$ cat src/hdl/pcap_pkg.sv
package pcap_pkg;
   // ==========================================
   // host i/o port map (byte addresses)
   localparam logic [15:0] PCAP_PWR_ARB_ADDR = 16'h0022;
   localparam logic [15:0] PCAP_CFG_ADDR_PORT = 16'h0cf8;
   localparam logic [15:0] PCAP_CFG_DATA_PORT = 16'h0cfc;
   localparam logic [3:0] PCAP_FULL_DWORD_BE = 4'hf;
   localparam logic [3:0] PCAP_PWR_ARB_BE = 4'h4;
   // ==========================================
   // reset values and field layout
   localparam logic [7:0] PCAP_PWR_ARB_RESET = 8'h00;
   localparam logic [31:0] PCAP_CFG_ADDR_RESET = 32'h0000_0000;
   localparam logic [31:0] PCAP_CFG_ADDR_WMASK = 32'h80ff_fffc;
   localparam int PCAP_ENABLE_POS = 31;
   localparam int PCAP_ARBITER_DISABLE_BIT_POS = 0;
   localparam logic [7:0] PCAP_OWN_BUS = 8'h00;
   localparam logic [4:0] PCAP_OWN_DEV = 5'h00;
   localparam logic [2:0] PCAP_OWN_FUNC = 3'h0;
   localparam logic [4:0] PCAP_MAX_IDSEL_DEV = 5'h14;
   localparam int PCAP_IDSEL_BASE = 11;
   localparam logic [1:0] PCAP_TYPE0_LOW = 2'b00;
   localparam logic [1:0] PCAP_TYPE1_LOW = 2'b01;
   // misc control register sits at config offset 79h: dword 1eh, lane 1, bit 6
   localparam logic [5:0] PCAP_MISC_CTRL_DW = 6'h1e;
   localparam int PCAP_MISC_CTRL_LANE = 1;
   localparam int PCAP_MISC_PM_BIT = 14;
   // ==========================================
   // pci bus commands
   localparam logic [3:0] PCAP_CMD_IO_RD = 4'h2;
   localparam logic [3:0] PCAP_CMD_IO_WR = 4'h3;
   localparam logic [3:0] PCAP_CMD_CFG_RD = 4'ha;
   localparam logic [3:0] PCAP_CMD_CFG_WR = 4'hb;
   localparam int PCAP_NUM_REQ = 5;
   typedef enum logic [1:0] {PCAP_IDLE, PCAP_INT_WAIT, PCAP_PCI_WAIT, PCAP_DONE} pcap_state_type;
endpackage

$ cat src/hdl/pcap_sync.sv
`timescale 1ns/1ps
module pcap_sync #(
   parameter int WIDTH = 5,
   parameter logic [WIDTH-1:0] INIT = '1
) (
   input wire logic mclk,
   input wire logic srst,
   input wire logic [WIDTH-1:0] async_in,
   output logic [WIDTH-1:0] sync_out
);
   // ==========================================
   // two-flop synchroniser per bit
   genvar i;
   generate
      for (i = 0; i < WIDTH; i++) begin : g_bit
         logic meta_r;
         logic hold_r;
         always_ff @(posedge mclk) begin
            if (srst) begin
               meta_r <= INIT[i];
               hold_r <= INIT[i];
            end else begin
               meta_r <= async_in[i];
               hold_r <= meta_r;
            end
         end
         assign sync_out[i] = hold_r;
      end
   endgenerate
endmodule

$ cat src/hdl/pcap_xlate.sv
`timescale 1ns/1ps
module pcap_xlate
   import pcap_pkg::*;
(
   input wire logic [31:0] cfg_addr,
   output logic [31:0] pci_addr,
   output logic is_own_target,
   output logic is_type1
);
   logic [7:0] bus_num;
   logic [4:0] dev_num;
   logic [2:0] func_num;
   logic [5:0] reg_num;
   logic [20:0] idsel;

   assign bus_num = cfg_addr[23:16];
   assign dev_num = cfg_addr[15:11];
   assign func_num = cfg_addr[10:8];
   assign reg_num = cfg_addr[7:2];

   assign is_own_target = (bus_num == PCAP_OWN_BUS) && (dev_num == PCAP_OWN_DEV)
                          && (func_num == PCAP_OWN_FUNC);
   assign is_type1 = (bus_num != PCAP_OWN_BUS);

   // ==========================================
   // one-hot select decode
   always_comb begin
      idsel = '0;
      // device n on line 11+n, none for device 0 or above 20
      if (dev_num != PCAP_OWN_DEV && dev_num <= PCAP_MAX_IDSEL_DEV) begin
         idsel[dev_num] = 1'b1;
      end
   end

   always_comb begin
      if (is_type1) begin
         // type 1 layout, low bits 01
         pci_addr = {8'h00, cfg_addr[23:2], PCAP_TYPE1_LOW};
      end else begin
         pci_addr = {idsel, func_num, reg_num, PCAP_TYPE0_LOW};
      end
   end
endmodule

$ cat src/hdl/pcap_top.sv
`timescale 1ns/1ps
module pcap_top
   import pcap_pkg::*;
#(
   parameter int NUM_REQ = PCAP_NUM_REQ
) (
   input wire logic mclk,
   input wire logic srst,
   // host i/o request
   input wire logic io_valid,
   output logic io_ready,
   input wire logic io_write,
   input wire logic [15:0] io_addr,
   input wire logic [3:0] io_be,
   input wire logic [31:0] io_wdata,
   output logic io_done,
   output logic [31:0] io_rdata,
   // internal configuration register file
   output logic cfg_req,
   output logic cfg_write,
   output logic [5:0] cfg_reg_num,
   output logic [3:0] cfg_be,
   output logic [31:0] cfg_wdata,
   input wire logic cfg_ack,
   input wire logic [31:0] cfg_rdata,
   // pci master cycle engine
   output logic pci_req,
   output logic [3:0] pci_cmd,
   output logic [31:0] pci_addr,
   output logic [3:0] pci_be,
   output logic [31:0] pci_wdata,
   input wire logic pci_ack,
   input wire logic [31:0] pci_rdata,
   // arbiter request pins
   input wire logic [NUM_REQ-2:0] pci_bus_req_n,
   input wire logic southbridge_hold_request_n,
   output logic [NUM_REQ-1:0] arb_req_active,
   output logic arbiter_disable_bit
);
   import pcap_pkg::*;

   typedef struct packed {
      pcap_state_type st;
      logic [31:0] config_address_port;
      logic [7:0] power_arbiter_control;
      logic misc_pm_enable;
      logic cfg_req;
      logic cfg_write;
      logic [5:0] cfg_reg_num;
      logic [3:0] cfg_be;
      logic [31:0] cfg_wdata;
      logic pci_req;
      logic [3:0] pci_cmd;
      logic [31:0] pci_addr;
      logic [3:0] pci_be;
      logic [31:0] pci_wdata;
      logic io_done;
      logic [31:0] io_rdata;
   } pcap_regs_type;

   pcap_regs_type r;
   pcap_regs_type nxt;
   logic [NUM_REQ-1:0] req_sync_n;
   logic [31:0] xl_addr;
   logic xl_own;
   logic xl_type1;
   logic hit_addr_port;
   logic hit_data_port;
   logic hit_pwr_arb;
   logic config_enable_bit;

   // ==========================================
   // request pin synchronisers
   pcap_sync #(
      .WIDTH(NUM_REQ),
      .INIT({NUM_REQ{1'b1}})
   ) u_req_sync (
      .mclk(mclk),
      .srst(srst),
      .async_in({southbridge_hold_request_n, pci_bus_req_n}),
      .sync_out(req_sync_n)
   );

   // ==========================================
   // address translation
   pcap_xlate u_xlate (
      .cfg_addr(r.config_address_port),
      .pci_addr(xl_addr),
      .is_own_target(xl_own),
      .is_type1(xl_type1)
   );

   assign config_enable_bit = r.config_address_port[PCAP_ENABLE_POS];
   // address port needs all four lanes
   assign hit_addr_port = (io_addr[15:2] == PCAP_CFG_ADDR_PORT[15:2])
                          && (io_be == PCAP_FULL_DWORD_BE);
   // disabled data port falls through to i/o
   assign hit_data_port = (io_addr[15:2] == PCAP_CFG_DATA_PORT[15:2]) && config_enable_bit;
   // hidden until misc control bit 6 set
   assign hit_pwr_arb = (io_addr[15:2] == PCAP_PWR_ARB_ADDR[15:2])
                        && (io_be == PCAP_PWR_ARB_BE) && r.misc_pm_enable;

   // ==========================================
   // next state
   always_comb begin
      nxt = r;
      nxt.io_done = 1'b0;
      nxt.cfg_req = 1'b0;
      nxt.pci_req = 1'b0;
      case (r.st)
         PCAP_IDLE: begin
            if (io_valid) begin
               if (hit_addr_port) begin
                  if (io_write) begin
                     nxt.config_address_port = io_wdata & PCAP_CFG_ADDR_WMASK;
                  end
                  nxt.io_rdata = r.config_address_port;
                  nxt.io_done = 1'b1;
                  // busy for one cycle, like the power arbiter answer
                  nxt.st = PCAP_DONE;
               end else if (hit_pwr_arb) begin
                  if (io_write) begin
                     // reserved bits 7:1 stay zero
                     nxt.power_arbiter_control = {7'h00, io_wdata[16 + PCAP_ARBITER_DISABLE_BIT_POS]};
                  end
                  nxt.io_rdata = {8'h00, r.power_arbiter_control, 16'h0000};
                  nxt.io_done = 1'b1;
                  nxt.st = PCAP_DONE;
               end else if (hit_data_port && xl_own) begin
                  // only host side reaches cfg port
                  // register field picks one of 64 dwords
                  nxt.cfg_req = 1'b1;
                  nxt.cfg_write = io_write;
                  nxt.cfg_reg_num = r.config_address_port[7:2];
                  nxt.cfg_be = io_be;
                  nxt.cfg_wdata = io_wdata;
                  nxt.st = PCAP_INT_WAIT;
                  // snoop the misc control byte to open the arbiter register
                  if (io_write && r.config_address_port[7:2] == PCAP_MISC_CTRL_DW
                      && io_be[PCAP_MISC_CTRL_LANE]) begin
                     nxt.misc_pm_enable = io_wdata[PCAP_MISC_PM_BIT];
                  end
               end else if (hit_data_port) begin
                  // enabled data access becomes config cycle
                  nxt.pci_req = 1'b1;
                  nxt.pci_cmd = io_write ? PCAP_CMD_CFG_WR : PCAP_CMD_CFG_RD;
                  nxt.pci_addr = xl_addr;
                  nxt.pci_be = io_be;
                  nxt.pci_wdata = io_wdata;
                  nxt.st = PCAP_PCI_WAIT;
               end else begin
                  // any access not claimed above, narrow address port included, forwarded as i/o
                  nxt.pci_req = 1'b1;
                  nxt.pci_cmd = io_write ? PCAP_CMD_IO_WR : PCAP_CMD_IO_RD;
                  nxt.pci_addr = {16'h0000, io_addr[15:2], 2'b00};
                  nxt.pci_be = io_be;
                  nxt.pci_wdata = io_wdata;
                  nxt.st = PCAP_PCI_WAIT;
               end
            end
         end
         PCAP_INT_WAIT: begin
            if (cfg_ack) begin
               nxt.io_rdata = cfg_rdata;
               nxt.io_done = 1'b1;
               nxt.st = PCAP_DONE;
            end
         end
         PCAP_PCI_WAIT: begin
            // a master abort still acks; engine returns all ones then
            if (pci_ack) begin
               nxt.io_rdata = pci_rdata;
               nxt.io_done = 1'b1;
               nxt.st = PCAP_DONE;
            end
         end
         PCAP_DONE: begin
            nxt.st = PCAP_IDLE;
         end
         default: begin
            nxt.st = PCAP_IDLE;
         end
      endcase
   end

   // ==========================================
   // state register
   always_ff @(posedge mclk) begin
      if (srst) begin
         r <= '0;
         r.st <= PCAP_IDLE;
         r.config_address_port <= PCAP_CFG_ADDR_RESET;
         r.power_arbiter_control <= PCAP_PWR_ARB_RESET;
      end else begin
         r <= nxt;
      end
   end

   // ==========================================
   // outputs
   assign io_ready = (r.st == PCAP_IDLE);
   assign io_done = r.io_done;
   assign io_rdata = r.io_rdata;
   assign cfg_req = r.cfg_req;
   assign cfg_write = r.cfg_write;
   assign cfg_reg_num = r.cfg_reg_num;
   assign cfg_be = r.cfg_be;
   assign cfg_wdata = r.cfg_wdata;
   assign pci_req = r.pci_req;
   assign pci_cmd = r.pci_cmd;
   assign pci_addr = r.pci_addr;
   assign pci_be = r.pci_be;
   assign pci_wdata = r.pci_wdata;
   assign arbiter_disable_bit = r.power_arbiter_control[PCAP_ARBITER_DISABLE_BIT_POS];
   assign arb_req_active = ~req_sync_n & {NUM_REQ{~arbiter_disable_bit}};
endmodule

$ cat config.mk
export PLATFORM = sky130hd
export DESIGN_NAME = pcap_top
export DESIGN_NICKNAME = d
export VERILOG_FILES = /design/src/hdl/pcap_pkg.sv /design/src/hdl/pcap_sync.sv /design/src/hdl/pcap_xlate.sv /design/src/hdl/pcap_top.sv
export SDC_FILE = /design/constraint.sdc
export NUM_CORES = 1
export LEC_CHECK = 0
export BUFFER_PORTS_ARGS = -buffer_cell sky130_fd_sc_hd__clkbuf_2
export CAP_MARGIN = 20
export CORE_MARGIN = 8
export CORE_UTILIZATION = 45
export CTS_CLUSTER_SIZE = 30
export DETAILED_ROUTE_END_ITERATION = 8
export GPL_TIMING_DRIVEN = 0
export PLACE_DENSITY = 0.8
export SYNTH_ARGS = -nofsm -noshare
export SYNTH_HDL_FRONTEND = slang
export SYNTH_SLANG_ARGS = --single-unit
$ cat constraint.sdc
create_clock -name mclk -period 7.7 [get_ports mclk]
set_input_delay 1.155 -clock mclk [delete_from_list [all_inputs] [get_ports mclk]]
set_output_delay 1.155 -clock mclk [all_outputs]
set_load 0.02 [all_outputs]
==> results_dict.tcl, run 1 <==
set metrics [dict create \
    worstPathArrival_ns 3.73 \
    power.density_mw_per_mm2 265.4 \
    syn2layout_area_growth_pct 26.35 \
    syn_area_sq_mm 0.008720 \
    drt_wl_total_microns 28240 \
    ys_types 56 \
    fin_worst_skew_ns 0.009812 \
    crit_required_ns 8.06 \
    outcome "completed" \
    pin_count 284 \
    pwr-share-seq_pct 38.4 \
    drt-wirelength-per-cell_microns 17.69 \
    htreeDepth 4 \
    ys_seq_elements 185 \
    grt_pass1_wl_microns 44210 \
    vdd_drop_max_mv 0.1653 \
    hold_buffers 0 \
    drc 0 \
    reg2reg_slack_ns 4.93 \
    clock_latency_ns 0.43 \
    yosysWarnings 0 \
    cp_max_fo 10 \
    slew_violations 0 \
    start_util_pct 45.25 \
    grtUsageTotal_pct 23.24 \
    tritoncts "done" \
    core-area_sq_mm 0.01927 \
    clockPowerShare_pct 29.2 \
    post_cts_buffers 0 \
    syn_area_per_cell_sq_um 8.540 \
    synth-adder-area-share_pct 0.7175 \
    hold_viol_final 0 \
    vias_per_cell 4.996 \
    die_height_microns 155.2 \
    antenna_found_initial 0 \
    fin_crit_sh_pct 43.89 \
    pwr-share-comb_pct 32.4 \
    post-synth-top-area-fraction_pct 42.47 \
    final-setup-viol-count 0 \
    dpl_cell_area_sq_mm 0.01045 \
    antenna_left 0 \
    period_needed_ns 3.379 \
    async_flop_share_pct 0 \
    drive_gt1_share_pct 44.07 \
    diodes 0 \
    synthCells 1021 \
    dr.pass1.iters 5 \
    yosysTopAreaCell "dfxtp_1" \
    synth-xor-area-share_pct 0 \
    finalInstanceArea_sq_mm 0.01102 \
    grt_pass1_vias 8180 \
    ctsRootBufferMaster "clkbuf_16" \
    hold_slack_ns 0.4121 \
    slew_headroom_pct 46.67 \
    numPortBuffers 279 \
    place_congestion 0.9157 \
    synth-simple-area-share_pct 20.39 \
    cts_max_path_buffers 2 \
    grt_start_max_net_pins 17 \
    grt.overflow.total 0 \
    nets 1452 \
    via_count 7979 \
    synth.most_common_cell "nand2_1" \
    numCtsBuffers 17 \
    cts_resized 0 \
    tns_ns 0 \
    hold_path_class "reg -> reg" \
    dp_hpwl_microns 22610 \
    drv_cap 0 \
    num_rows 51 \
    synth_area_leaders "dfxtp_1 42%, buf_4 13%, nand2_1 8.9%, a21oi_1 4.4%, a21oi_2 4.1%" \
    clkTransAtPathRegs_ns 0.07 \
    crit_path_start_kind "input pin" \
    cp-end-kind "register" \
    fmax_mhz 295.9 \
    max_slew.worst_pin.slew_ns 0.7999 \
    cellLeakagePower_uw 0.004767 \
    crit_type "in -> reg" \
    power_switching_uw 1009 \
    synthMuxAreaShare_pct 0.4735 \
    clkSinkCount 185 \
    synth_edf_count 0 \
    rsz0062_at_grt "no" \
    yosysSeqAreaShare_pct 42.47 \
    die_w_microns 155.2 \
    die-area_sq_mm 0.02409 \
    synth_compound_area_share_pct 18.70 \
    p_sw_share_pct 34.53 \
    synth_ff_type "dfxtp_1" \
    synth_commonest_cells "206 x nand2_1, 185 x dfxtp_1, 149 x buf_4" \
    p_int_uw 1914 \
    synth_top_family_by_area "simple AND/OR/NAND/NOR gates" \
    drt_iter0_markers 425 \
    total_power_uw 2924 \
]
-- worst paths after layout --
| check | end | start | cells after the start |
|---|---|---|---|
| setup / recovery | cfg_reg_num[0]$_SDFFE_PP0P_ | io_addr[8] | 8 |
| hold / removal | u_req_sync.g_bit[0].hold_r$_SDFF_PP1_ | u_req_sync.g_bit[0].meta_r$_SDFF_PP1_ | 1 |
| setup reg to reg | pci_be[3]$_SDFFE_PP0P_ | r[172]$_SDFFE_PP0P_ | 10 |
| hold reg to reg | u_req_sync.g_bit[0].hold_r$_SDFF_PP1_ | u_req_sync.g_bit[0].meta_r$_SDFF_PP1_ | 1 |
-- layer usage --
layer / vias to the layer above / routed length (microns) / share of wire [%] / GRT usage [%]
met3: 36 / 1965 / 7.0 / 5.964
met1: 3724 / 12090 / 43 / 27.90
met2: 293 / 13710 / 49 / 40.47
met4: 0 / 476 / 1.7 / 6.285
met5: - / 0 / 0 / 0
li1: 3926 / - / - / -
-- registers in the layout (all words and copies together), names as in the netlist --
signal	count
io_rdata	32
r	25
u_req_sync.g_bit.meta_r	5
cfg_write	1
pci_req	1
io_done	1
cfg_req	1
pci_wdata	32
arbiter_disable_bit	1
cfg_be	4
u_req_sync.g_bit.hold_r	5
pci_be	4
pci_addr	31
pci_cmd	3
config_enable_bit	1
cfg_wdata	32
cfg_reg_num	6
-- final cells by class --
type                            count  area (sq um)
Multi-Input combinational cell    616          3520
Sequential cell                   185          3704
Inverter                            6         22.52
Tap cell                          265         331.6
Clock buffer                       23         478.0
Fill cell                        1801          8254
Buffer                            215          1478
Timing Repair Buffer              279          1396
Clock inverter                      8         87.58
-- power groups by stage --
| stage | sequential [uW] | clock, uW | combinational (uW) |
|---|---|---|---|
| floorplan | 1130 | 0 | 662 |
| global placement | 1140 | 0 | 937 |
| detailed placement | 1140 | 0 | 952 |
| CTS | 1120 | 864 | 955 |
| global route | 1130 | 904 | 1040 |
| finish | 1120 | 853 | 947 |
-- cell families (layout without fill, tap and decap cells) --
kind of cell / after synthesis / after routing
simple gates: 381 / 381
fa+ha+maj: 5 / 5
buf+inv: 221 / 531
other cells: 1 / 2
flops: 185 / 185
mux: 4 / 4
compound gates: 224 / 224
-- layout by cell type (no fill, tap or decap), types with 7 or more instances in the layout --
cell type | Yosys | final
nand2_1 | 206 | 206
dfxtp_1 | 185 | 185
nor2_1 | 56 | 56
a311oi_1 | 22 | 22
buf_4 | 149 | 149
clkbuf_2 | 1 | 280
clkbuf_16 | 0 | 17
clkbuf_1 | 41 | 44
a21oi_1 | 76 | 76
buf_2 | 16 | 16
nand2_2 | 41 | 41
o2bb2ai_1 | 14 | 14
a22oi_1 | 31 | 31
or2_2 | 12 | 12
a211oi_1 | 13 | 13
a21oi_2 | 41 | 41
nor3_1 | 17 | 17
nor4_1 | 7 | 7
-- through the flow --
stage	setup WS, ns	utilization (%)	instances
2_1_floorplan	4.443	-	1022
3_3_place_gp	3.874	54.23	1566
3_5_place_dp	3.857	54.23	1566
4_1_cts	4.298	57.17	1597
5_1_grt	4.130	57.17	1597
6_report	4.321	57.17	1597
-- worst max-delay path, cell delays in order --
cell,delay (ns)
clkbuf_2,0.09
or4_1,0.59
or4_1,0.52
clkbuf_1,0.23
nor4_4,0.54
buf_2,0.35
nand2_1,0.10
a21oi_2,0.14
Note: power is estimated with default switching activity, not from simulation.
==> run 2, diff against run 1 <==
Settings changed: PLACE_DENSITY 0.8 to 0.83.
Clock period 7.7 ns to 3 ns, I/O delays scaled along.
==> run 2 against run 1 <==
Net effect: utilization decreased by 0.052 points; routed wire length increased by 0.69%; clock skew increased by 0.00059 ns; clock power increased to 2.5 times the previous value; critical path type is now reg -> reg; highest routed layer unchanged.
==> results_dict.tcl, run 2 (same netlist as run 1, synthesis figures left out) <==
set metrics [dict create \
    crit_path_start "r[172]$_SDFFE_PP0P_" \
    die-area_sq_mm 0.02409 \
    cts_resized 0 \
    period_needed_ns 2.818 \
    layout_common_cells "280 x clkbuf_2, 206 x nand2_1, 185 x dfxtp_1" \
    setup_slack_ns 0.1821 \
    start_util_pct 45.25 \
    hold_viol_final 0 \
    crit_type "reg -> reg" \
    crit_required_ns 3.27 \
    numPortBuffers 279 \
    vias_per_cell 5.001 \
    seqCellArea_sq_mm 0.003704 \
    tritoncts "done" \
    fin_worst_skew_ns 0.01040 \
    drt-wirelength-per-cell_microns 17.81 \
    multiInputGateArea_sq_mm 0.003520 \
    die_w_microns 155.2 \
    post_cts_buffers 0 \
    clkTransAtPathRegs_ns 0.07 \
    fmax_mhz 354.9 \
    drt_iter0_markers 451 \
    hold_buffers 0 \
    layout_commonest_cell "clkbuf_2" \
    pin_count 284 \
    drive_gt1_share_pct 44.07 \
    cellLeakagePower_uw 0.004760 \
    antenna_left 0 \
    slew_violations 0 \
    cp_max_fo 10 \
    worstPathArrival_ns 3.09 \
    rsz0062_at_grt "no" \
    place_worst_setup_slack_ns -0.1735 \
    syn2layout_area_growth_pct 26.23 \
    place_congestion 0.9503 \
    htreeDepth 4 \
    power.density_mw_per_mm2 679.8 \
    grt_start_max_net_pins 17 \
    via_count 7987 \
    grt.overflow.total 0 \
    slew_headroom_pct 45.14 \
    hold_slack_ns 0.2027 \
    timing.rr.start "r[172]$_SDFFE_PP0P_" \
    numCtsBuffers 17 \
    max_slew.worst_pin.slew_ns 0.8229 \
    num_rows 51 \
    clock_latency_ns 0.43 \
    grt_pass1_vias 8156 \
    final_core_utilization_pct 57.12 \
    die_height_microns 155.2 \
    grtUsageTotal_pct 23.39 \
    hold_path_class "in -> reg" \
    fin_crit_sh_pct 93.93 \
    drc 0 \
    ctsRootBufferMaster "clkbuf_16" \
    worstHoldStart "southbridge_hold_request_n" \
    drt_wl_total_microns 28440 \
    grt_pass1_wl_microns 44200 \
    nets 1452 \
    dp_hpwl_microns 22980 \
    fillers 1842 \
    dr.pass1.iters 5 \
    drv_cap 0 \
    core-area_sq_mm 0.01927 \
    vdd_drop_max_mv 0.4105 \
    outcome "completed" \
    antenna_found_initial 0 \
    final-setup-viol-count 0 \
    cp-end-kind "register" \
    crit_path_start_kind "register" \
    diodes 0 \
    cts_max_path_buffers 2 \
    clkSinkCount 185 \
]
-- run 2: report_power, final --
group          switching, uW  internal [uW]  leakage [uW]
clock                    977           1190      0.000259
combinational           1470            959       0.00299
sequential               145           2740       0.00151
total                   2600           4890       0.00476
-- run 2: per-layer routing --
layer | share of wire [%] | global-route usage (%) | vias up
met3 | 7.1 | 5.437 | 68
met2 | 48 | 40.13 | 332
li1 | - | - | 3919
met4 | 3.3 | 10.07 | 0
met5 | 0 | 0 | -
met1 | 42 | 27.54 | 3668
-- run 2: path summary, 6_finish.rpt --
| check | end | slack [ns] | depth (start not counted) |
|---|---|---|---|
| worst min register to register | u_req_sync.g_bit[1].hold_r$_SDFF_PP1_ | 0.41 | 1 |
| worst min-delay path | u_req_sync.g_bit[4].meta_r$_SDFF_PP1_ | 0.20 | 2 |
| worst max-delay path | pci_cmd[0]$_SDFFE_PP0P_ | 0.18 | 10 |
| worst max register to register | pci_cmd[0]$_SDFFE_PP0P_ | 0.18 | 10 |
-- run 2: area by class of cell --
class	count	share of cell area, %
well taps	265	3.012
inverters	6	0.2046
repair buffers	279	12.69
multi-input cells	616	31.98
clock buffers	22	4.217
plain buffers	215	13.43
flip-flops and latches	185	33.65
clock inverters	9	0.8298
-- run 2: stage by stage --
step	std cells	total power [uW]	instance area, sq um	setup TNS, ns
2_1_floorplan	1022	4604	8723	0
3_3_place_gp	1566	5319	10450	-5.156
3_5_place_dp	1566	5370	10450	-6.183
4_1_cts	1597	7522	11010	0
5_1_grt	1597	7888	11010	0
6_report	1597	7482	11010	0
-- run 2: critical path, stage by stage (launching register included) --
cell,delay (ns)
dfxtp_1,0.31
buf_6,0.13
or3_4,0.40
or4_4,0.52
or2_1,0.24
buf_6,0.14
o211a_1,0.23
buf_6,0.15
clkbuf_1,0.32
nand2_1,0.16
a21oi_1,0.07
